File: src/logic/cie_defines.svh
`ifndef CIE_DEFINES_SVH
`define CIE_DEFINES_SVH


// *****************************************
// vector map
// *****************************************
`define CIE_VEC_SWI   16'hFFFC
`define CIE_VEC_SRC0  16'hFFFA

// *****************************************
// condition code layout and reset values
// *****************************************
`define CIE_CCR_I_BIT 3
`define CIE_IMASK_RST 1'b1
`define CIE_WORD_RST  16'h0000
`define CIE_BYTE_RST  8'h00

`endif

File: src/logic/cie_pkg.sv
`default_nettype none
package cie_pkg;

    // sequencer states, at most one memory access per state
    typedef enum logic [4:0] {
        CIE_ST_IDLE     = 5'b00000,
        CIE_ST_PUSH_PCL = 5'b00001,
        CIE_ST_PUSH_PCH = 5'b00010,
        CIE_ST_PUSH_X   = 5'b00011,
        CIE_ST_PUSH_A   = 5'b00100,
        CIE_ST_PUSH_CCR = 5'b00101,
        CIE_ST_VEC_HI   = 5'b00110,
        CIE_ST_VEC_LO   = 5'b00111,
        CIE_ST_VEC_END  = 5'b01000,
        CIE_ST_PULL_CCR = 5'b01001,
        CIE_ST_PULL_A   = 5'b01010,
        CIE_ST_PULL_X   = 5'b01011,
        CIE_ST_PULL_PCH = 5'b01100,
        CIE_ST_PULL_PCL = 5'b01101,
        CIE_ST_PULL_END = 5'b01110,
        CIE_ST_FILL0    = 5'b01111,
        CIE_ST_FILL1    = 5'b10000,
        CIE_ST_FILL2    = 5'b10001,
        CIE_ST_FILL_END = 5'b10010
    } cie_state_t;

endpackage
`default_nettype wire

File: src/logic/cie_seq.sv
`timescale 1ns/10ps
`default_nettype none
`include "cie_defines.svh"
module cie_seq #(
    parameter int N     = 8,
    parameter int IDX_W = 3
) (
    input  wire logic             clk_sys,        // core bus clock
    input  wire logic             sys_rst,        // sync reset, high
    input  wire logic             clk_en,         // freeze when low
    input  wire logic [N-1:0]     src_event,      // peripheral event pulses
    input  wire logic [N-1:0]     src_ien,        // local interrupt enables
    input  wire logic [N-1:0]     src_flag_clr,   // flag clear pulses
    output logic      [N-1:0]     src_flag,       // status flags
    input  wire logic             instr_boundary, // current instruction done
    input  wire logic             swi_exec,       // software trap at boundary
    input  wire logic             rti_exec,       // return at boundary
    input  wire logic             dbg_swi,        // debug trap pulse
    input  wire logic             ccr_i_set,      // software sets mask
    input  wire logic             ccr_i_clr,      // software clears mask
    input  wire logic [15:0]      pc_next,        // next main-program address
    input  wire logic [15:0]      sp_in,          // stack pointer from core
    input  wire logic [7:0]       acc_in,         // accumulator
    input  wire logic [7:0]       idx_lo_in,      // low index byte
    input  wire logic [7:0]       ccr_in,         // condition codes
    output logic                  mem_rd,         // read strobe
    output logic                  mem_wr,         // write strobe
    output logic      [15:0]      mem_addr,       // access address
    output logic      [7:0]       mem_wdata,      // write data
    input  wire logic [7:0]       mem_rdata,      // data of last cycle's read
    output logic                  busy,           // sequence running
    output logic                  i_mask,         // global mask bit
    output logic      [15:0]      stack_pointer,  // working stack pointer
    output logic      [15:0]      program_counter,// vector or pulled address
    output logic      [7:0]       ccr_out,        // pulled condition codes
    output logic      [7:0]       acc_out,        // pulled accumulator
    output logic      [7:0]       idx_lo_out,     // pulled low index
    output logic      [7:0]       q_byte,         // queue fill byte
    output logic                  q_valid,        // queue byte strobe
    output logic                  entry_done,     // entry finished pulse
    output logic                  rti_done        // return finished pulse
);
    import cie_pkg::*;

    // *****************************************
    // request qualification
    // *****************************************
    logic             hw_any;
    logic [IDX_W-1:0] hw_idx;
    logic [N-1:0]     hw_req;

    cie_flags #(.N(N)) u_flags (
        .clk_sys (clk_sys),
        .sys_rst (sys_rst),
        .clk_en  (clk_en),
        .evt     (src_event),
        .clr     (src_flag_clr),
        .flag    (src_flag)
    );

    // local enable gates each flag; global mask applied at boundary
    assign hw_req = src_flag & src_ien;

    cie_prio #(.N(N), .IDX_W(IDX_W)) u_prio (
        .req (hw_req),
        .any (hw_any),
        .idx (hw_idx)
    );

    // *****************************************
    // sequencer state
    // *****************************************
    cie_state_t  state, next_state;
    logic [15:0] sp, next_sp;
    logic [15:0] pc, next_pc;
    logic [15:0] vec_addr, next_vec_addr;
    logic        imask, next_imask;
    logic        dbg_pend, next_dbg_pend;
    logic        is_rti, next_is_rti;
    logic [7:0]  ccr_r, next_ccr_r;
    logic [7:0]  acc_r, next_acc_r;
    logic [7:0]  x_r, next_x_r;
    logic [7:0]  qb, next_qb;
    logic        qv, next_qv;
    logic        ent_d, next_ent_d;
    logic        rti_d, next_rti_d;
    logic [7:0]  ccr_stk;
    logic        take_trap;
    logic        take_hw;

    // trap instruction and debug trap share the vector and beat hardware
    assign take_trap = instr_boundary && !rti_exec && (swi_exec || dbg_pend);
    assign take_hw   = instr_boundary && !rti_exec && hw_any && !imask;

    // the stacked codes carry the mask as it stood before entry
    always_comb begin
        ccr_stk                 = ccr_in;
        ccr_stk[`CIE_CCR_I_BIT] = imask;
    end

    // next-state and memory access decode; upper index is never touched
    always_comb begin
        next_state    = state;
        next_sp       = sp;
        next_pc       = pc;
        next_vec_addr = vec_addr;
        next_imask    = imask;
        next_is_rti   = is_rti;
        next_ccr_r    = ccr_r;
        next_acc_r    = acc_r;
        next_x_r      = x_r;
        next_qb       = qb;
        next_qv       = 1'b0;
        next_ent_d    = 1'b0;
        next_rti_d    = 1'b0;
        next_dbg_pend = dbg_pend | dbg_swi;
        mem_rd        = 1'b0;
        mem_wr        = 1'b0;
        mem_addr      = sp;
        mem_wdata     = `CIE_BYTE_RST;
        case (state)
            CIE_ST_IDLE: begin
                // routine code may reopen the mask to nest
                if (ccr_i_clr) begin
                    next_imask = 1'b0;
                end
                if (ccr_i_set) begin
                    next_imask = 1'b1;
                end
                if (instr_boundary && rti_exec) begin
                    next_sp     = sp_in;
                    next_is_rti = 1'b1;
                    next_state  = CIE_ST_PULL_CCR;
                end else if (take_trap || take_hw) begin
                    next_sp     = sp_in;
                    next_pc     = pc_next;
                    next_is_rti = 1'b0;
                    next_state  = CIE_ST_PUSH_PCL;
                    if (take_trap) begin
                        next_vec_addr = `CIE_VEC_SWI;
                        if (!swi_exec) begin
                            next_dbg_pend = dbg_swi;
                        end
                    end else begin
                        next_vec_addr = 16'(`CIE_VEC_SRC0 - (16'(hw_idx) << 1));
                    end
                end
            end
            CIE_ST_PUSH_PCL: begin
                mem_wr     = 1'b1;
                mem_wdata  = pc[7:0];
                next_sp    = sp - 16'h0001;
                next_state = CIE_ST_PUSH_PCH;
            end
            CIE_ST_PUSH_PCH: begin
                mem_wr     = 1'b1;
                mem_wdata  = pc[15:8];
                next_sp    = sp - 16'h0001;
                next_state = CIE_ST_PUSH_X;
            end
            CIE_ST_PUSH_X: begin
                mem_wr     = 1'b1;
                mem_wdata  = idx_lo_in;
                next_sp    = sp - 16'h0001;
                next_state = CIE_ST_PUSH_A;
            end
            CIE_ST_PUSH_A: begin
                mem_wr     = 1'b1;
                mem_wdata  = acc_in;
                next_sp    = sp - 16'h0001;
                next_state = CIE_ST_PUSH_CCR;
            end
            CIE_ST_PUSH_CCR: begin
                mem_wr     = 1'b1;
                mem_wdata  = ccr_stk;
                next_sp    = sp - 16'h0001;
                next_imask = 1'b1;
                next_state = CIE_ST_VEC_HI;
            end
            CIE_ST_VEC_HI: begin
                mem_rd     = 1'b1;
                mem_addr   = vec_addr;
                next_state = CIE_ST_VEC_LO;
            end
            CIE_ST_VEC_LO: begin
                mem_rd          = 1'b1;
                mem_addr        = vec_addr + 16'h0001;
                next_pc[15:8]   = mem_rdata;
                next_state      = CIE_ST_VEC_END;
            end
            CIE_ST_VEC_END: begin
                next_pc[7:0] = mem_rdata;
                next_state   = CIE_ST_FILL0;
            end
            CIE_ST_PULL_CCR: begin
                mem_rd     = 1'b1;
                mem_addr   = sp + 16'h0001;
                next_sp    = sp + 16'h0001;
                next_state = CIE_ST_PULL_A;
            end
            CIE_ST_PULL_A: begin
                mem_rd     = 1'b1;
                mem_addr   = sp + 16'h0001;
                next_sp    = sp + 16'h0001;
                next_ccr_r = mem_rdata;
                next_imask = mem_rdata[`CIE_CCR_I_BIT];
                next_state = CIE_ST_PULL_X;
            end
            CIE_ST_PULL_X: begin
                mem_rd     = 1'b1;
                mem_addr   = sp + 16'h0001;
                next_sp    = sp + 16'h0001;
                next_acc_r = mem_rdata;
                next_state = CIE_ST_PULL_PCH;
            end
            CIE_ST_PULL_PCH: begin
                mem_rd     = 1'b1;
                mem_addr   = sp + 16'h0001;
                next_sp    = sp + 16'h0001;
                next_x_r   = mem_rdata;
                next_state = CIE_ST_PULL_PCL;
            end
            CIE_ST_PULL_PCL: begin
                mem_rd        = 1'b1;
                mem_addr      = sp + 16'h0001;
                next_sp       = sp + 16'h0001;
                next_pc[15:8] = mem_rdata;
                next_state    = CIE_ST_PULL_END;
            end
            CIE_ST_PULL_END: begin
                next_pc[7:0] = mem_rdata;
                next_state   = CIE_ST_FILL0;
            end
            CIE_ST_FILL0: begin
                mem_rd     = 1'b1;
                mem_addr   = pc;
                next_state = CIE_ST_FILL1;
            end
            CIE_ST_FILL1: begin
                mem_rd     = 1'b1;
                mem_addr   = pc + 16'h0001;
                next_qb    = mem_rdata;
                next_qv    = 1'b1;
                next_state = CIE_ST_FILL2;
            end
            CIE_ST_FILL2: begin
                mem_rd     = 1'b1;
                mem_addr   = pc + 16'h0002;
                next_qb    = mem_rdata;
                next_qv    = 1'b1;
                next_state = CIE_ST_FILL_END;
            end
            CIE_ST_FILL_END: begin
                // third queue byte lands with the done pulse
                next_qb    = mem_rdata;
                next_qv    = 1'b1;
                next_ent_d = !is_rti;
                next_rti_d = is_rti;
                next_state = CIE_ST_IDLE;
            end
            default: begin
                next_state = CIE_ST_IDLE;
            end
        endcase
    end

    // registers only; mask comes up set so no hardware request fires before setup
    always_ff @(posedge clk_sys) begin
        if (sys_rst) begin
            state    <= CIE_ST_IDLE;
            sp       <= `CIE_WORD_RST;
            pc       <= `CIE_WORD_RST;
            vec_addr <= `CIE_WORD_RST;
            imask    <= `CIE_IMASK_RST;
            dbg_pend <= 1'b0;
            is_rti   <= 1'b0;
            ccr_r    <= `CIE_BYTE_RST;
            acc_r    <= `CIE_BYTE_RST;
            x_r      <= `CIE_BYTE_RST;
            qb       <= `CIE_BYTE_RST;
            qv       <= 1'b0;
            ent_d    <= 1'b0;
            rti_d    <= 1'b0;
        end else if (clk_en) begin
            state    <= next_state;
            sp       <= next_sp;
            pc       <= next_pc;
            vec_addr <= next_vec_addr;
            imask    <= next_imask;
            dbg_pend <= next_dbg_pend;
            is_rti   <= next_is_rti;
            ccr_r    <= next_ccr_r;
            acc_r    <= next_acc_r;
            x_r      <= next_x_r;
            qb       <= next_qb;
            qv       <= next_qv;
            ent_d    <= next_ent_d;
            rti_d    <= next_rti_d;
        end
    end

    // outputs straight from flops, busy decoded from state
    assign busy            = (state != CIE_ST_IDLE);
    assign i_mask          = imask;
    assign stack_pointer   = sp;
    assign program_counter = pc;
    assign ccr_out         = ccr_r;
    assign acc_out         = acc_r;
    assign idx_lo_out      = x_r;
    assign q_byte          = qb;
    assign q_valid         = qv;
    assign entry_done      = ent_d;
    assign rti_done        = rti_d;
endmodule
`default_nettype wire

File: src/logic/cie_flags.sv
`timescale 1ns/10ps
`default_nettype none
module cie_flags #(
    parameter int N = 8
) (
    input  wire logic         clk_sys,  // core bus clock
    input  wire logic         sys_rst,  // sync reset, high
    input  wire logic         clk_en,   // freeze when low
    input  wire logic [N-1:0] evt,      // source event pulses
    input  wire logic [N-1:0] clr,      // software flag clear
    output logic      [N-1:0] flag      // sticky status flags
);
    import cie_pkg::*;

    logic [N-1:0] next_flag;

    // set beats clear so an event in the clear cycle survives
    always_comb begin
        next_flag = (flag & ~clr) | evt;
    end

    always_ff @(posedge clk_sys) begin
        if (sys_rst) begin
            flag <= '0;
        end else if (clk_en) begin
            flag <= next_flag;
        end
    end
endmodule
`default_nettype wire

File: src/logic/cie_prio.sv
`timescale 1ns/10ps
`default_nettype none
module cie_prio #(
    parameter int N     = 8,
    parameter int IDX_W = 3
) (
    input  wire logic [N-1:0]     req,  // qualified requests
    output logic                  any,  // at least one request
    output logic      [IDX_W-1:0] idx   // winning source
);
    import cie_pkg::*;

    // higher index means higher priority; last hit wins the scan
    always_comb begin
        any = 1'b0;
        idx = '0;
        for (int i = 0; i < N; i++) begin
            if (req[i]) begin
                any = 1'b1;
                idx = IDX_W'(i);
            end
        end
    end

endmodule
`default_nettype wire

File: config.mk
export PLATFORM = sky130hd
export DESIGN_NAME = cie_seq
export DESIGN_NICKNAME = d
export VERILOG_FILES = /design/src/logic/cie_pkg.sv /design/src/logic/cie_seq.sv /design/src/logic/cie_flags.sv /design/src/logic/cie_prio.sv
export VERILOG_INCLUDE_DIRS = /design/src /design/src/logic
export SDC_FILE = /design/constraint.sdc
export NUM_CORES = 1
export LEC_CHECK = 0
export ABC_CLOCK_PERIOD_IN_PS = 3950
export BUFFER_PORTS_ARGS = -buffer_cell sky130_fd_sc_hd__buf_2
export CORE_UTILIZATION = 52
export CTS_CLUSTER_SIZE = 12
export DETAILED_ROUTE_END_ITERATION = 8
export PLACE_DENSITY = 0.82
export SYNTH_ARGS = -nofsm -noshare
export SYNTH_HDL_FRONTEND = slang
export SYNTH_SLANG_ARGS = --single-unit
File: constraint.sdc
create_clock -name clk_sys -period 3.95 [get_ports clk_sys]
set_input_delay 0.1975 -clock clk_sys [delete_from_list [all_inputs] [get_ports clk_sys]]
set_output_delay 0.1975 -clock clk_sys [all_outputs]
set_load 0.01 [all_outputs]
==> flow_summary.ini <==
[run_status]
status = completed

[die]
core_area_mm2 = 0.0114
io_pins = 200
die_x_um = 110
rows = 39
die_y_um = 110
initial_utilization = 0.534
die_area_mm2 = 0.0122

[clock_tree]
path_clk_slew_ns = 0.07
cts_buffer_depth = 2
cts.sinks = 88
h-tree-depth = 3
cts_resized = 0
cts_root_buf = clkbuf_16
clk_latency_ns = 0.35
cts_inserted_buffers = 9
postCtsHoldBufs = 0
cts_tree = yes
post_cts_buffers = 0

[drt]
dr.pass1.iters = 7
dr_total_vias = 6785
initialDrtViolationCount = 720
drt_wl_total_um = 19600
drc = 0
drtAntennaViolNets = 0
vias_per_cell = 6.20
wl_per_cell_um = 17.9

[critical_path]
critPathArrivalTime_ns = 3.31
path_max_fanout = 8
path_delay_family = simple AND/OR/NAND/NOR gates
start_kind = flip-flop
cp_slowest_cell = nor4b_2
max_stage_delay_ns = 0.59
critPathCaptureType = primary output
required_ns = 3.75
worst-setup-path-type = reg -> out
crit_chain = nor4b_2, nor2b_1, nand2_1, nand2_1, ha_1, nand3_1, nor3_1, nand3_1, o31ai_1, a21oi_1, a21oi_1, buf_2
worst-path-buf-inv = 1

[pwr]
power.internal_mw = 1.84
p_sw_mw = 1.19
power_density_mw_per_mm2 = 411
leakagePower_nw = 3.31
seq_power_share = 0.362
peakVddDrop_v = 0.000340
combPwrFrac = 0.360
p_clk_frac = 0.277
swShare = 0.392

[synth]
synth_cell_types = 83
yosysSeqAreaShare = 0.289
synth_top_family_by_area = compound AO/OA/AOI/OAI gates
yosys.area_share.simple = 0.249
syn_nets = 893
syn_avg_cell_area_um2 = 7.70
yosys.area.top_type = dfxtp_1
synthMuxAreaShare = 0.0855
async_reset_ff_frac = 0
synth_commonest_cells = 121 x nor2_1, 88 x dfxtp_1, 72 x nand2_1, 51 x mux2i_1, 44 x o21ai_0
synthAdderAreaFrac = 0.00820
synthFlopType = dfxtp_1
synth-compound-area-share = 0.260
syn_area_mm2 = 0.00610
yosysTopAreaCellShare = 0.289
netlist_instances = 792
yosysWarnings = 0
synthXorXnorAreaFrac = 0.0488
synth-seq-cells = 88
synth_area_leaders = dfxtp_1 29%, mux2i_1 8.4%, nor2_1 7.4%
yosysMostFrequentCell = nor2_1
synth_edf_count = 0

[sta]
slew_viol_final = 0
finalHoldViolations = 0
max_slew_margin = 0.298
setup_tns_ns = 0
period_share = 0.889
setup_viol = 0
skew_ns = 0.00755
fin_crit_ns = 3.51
fmax_ghz = 0.285
holdWs_ns = 0.101
worst_slew_pin_slew_ns = 1.05
grt_setup_unrepaired = no

[worst_hold_path]
hold_path.class = in -> reg

[finish]
layoutNonFillerInstCount = 1094
n_antenna_cell = 0
layout-drive-gt1-share = 0.268
area_growth_syn_to_layout_pct = 20.5
postLayoutCellArea_mm2 = 0.00735
num-nets-final = 1047

[global_routing]
gr-total-overflow = 0
grt_pass1_vias = 5958
grt_max_degree = 46
grt_pass1_wl_um = 29800
grt_usage = 0.318
antenna_found_initial = 0

[place]
place_area_mm2 = 0.00706
gp_congestion = 0.939
dpl.hpwl_um = 14400
port_buffers = 198
post-place-cells = 1078

[job]
maxCapViolCount = 0
-- stage by stage --
step	utilization	setup WS (ns)	power (mW)
3_3_place_gp	0.619	0.885	2.17
6_report	0.644	0.438	3.02
5_1_grt	0.644	0.113	3.18
3_5_place_dp	0.619	0.865	2.18
4_1_cts	0.644	0.447	3.01
2_1_floorplan	-	0.953	1.84
-- cell type report --
class                           count  area (um^2)
Multi-Input combinational cell    622         3980
Fill cell                        1007         4070
Sequential cell                    88         1760
Clock buffer                        9          225
Inverter                           14         52.6
Clock inverter                      7         63.8
Timing Repair Buffer              211         1090
Tap cell                          143          179
-- cells by family after synthesis --
family,Yosys count
mux,52
flops,88
fa+ha+maj,4
xor+xnor,34
compound gates,222
simple gates,310
buf+inv,82
-- worst paths after layout --
path                          from                              end  slack (ns)  cells past startpoint
max          state[1]$_SDFFE_PP0P_                     mem_addr[14]        0.44                     12
min                   src_event[1]     u_flags.flag[1]$_SDFFE_PP0P_        0.10                      3
max reg2reg  state[0]$_SDFFE_PP0P_  program_counter[0]$_SDFFE_PP0P_        1.23                      6
min reg2reg  rti_done$_SDFFE_PP0P_            rti_done$_SDFFE_PP0P_        0.47                      2
-- registers in the layout (all words and copies together), names as in the netlist, 5 cells and up --
name             count
acc_out              8
ccr_out              8
idx_lo_out           8
program_counter     16
q_byte               8
stack_pointer       16
state                5
u_flags.flag         8
vec_addr             5
-- power by group through the flow --
stage                     logic, mW  clock network [mW]  registers, mW
final                          1.09               0.839           1.10
after global placement         1.06                   0           1.11
after global routing           1.20               0.877           1.11
after floorplan               0.783                   0           1.06
after detailed placement       1.07                   0           1.11
after CTS                      1.07               0.843           1.09
-- worst reg2reg max path: cells and delay by family (launching register included) --
family	cells	cell delay, ns
DFF	1	0.41
buffers and inverters	1	0.25
AOI/OAI and AO/OA	2	1.00
and+or+nand+nor	3	0.96
-- per-layer routing --
metal / track usage / up-vias / part of all wire
li1: - / 3225 / -
met1: 0.408 / 3137 / 0.42
met2: 0.516 / 376 / 0.47
met3: 0.0864 / 47 / 0.090
met4: 0.102 / 0 / 0.019
met5: 0 / - / 0
-- layout by cell type (no fill, tap or decap), drive strengths merged, types with 4 or more instances in the layout --
| cell type | n |
|---|---|
| xor2 | 15 |
| nand2 | 72 |
| mux2i | 51 |
| buf | 211 |
| a211oi | 22 |
| a21oi | 44 |
| nand2b | 8 |
| nand3 | 21 |
| and3 | 4 |
| or3 | 8 |
| dfxtp | 88 |
| nor3 | 15 |
| ha | 4 |
| a31oi | 8 |
| inv | 16 |
| xnor2 | 19 |
| a22o | 6 |
| nand4 | 18 |
| o32a | 5 |
| nor2 | 121 |
| o21ai | 47 |
| a222oi | 8 |
| o211ai | 6 |
| o32ai | 5 |
| and2 | 9 |
| a22oi | 22 |
| clkbuf | 9 |
| a21o | 5 |
| o21a | 4 |
| nor2b | 8 |
| clkinv | 4 |
| o31ai | 4 |
| and4 | 7 |
No activity file was read; power rests on OpenSTA's default activity.
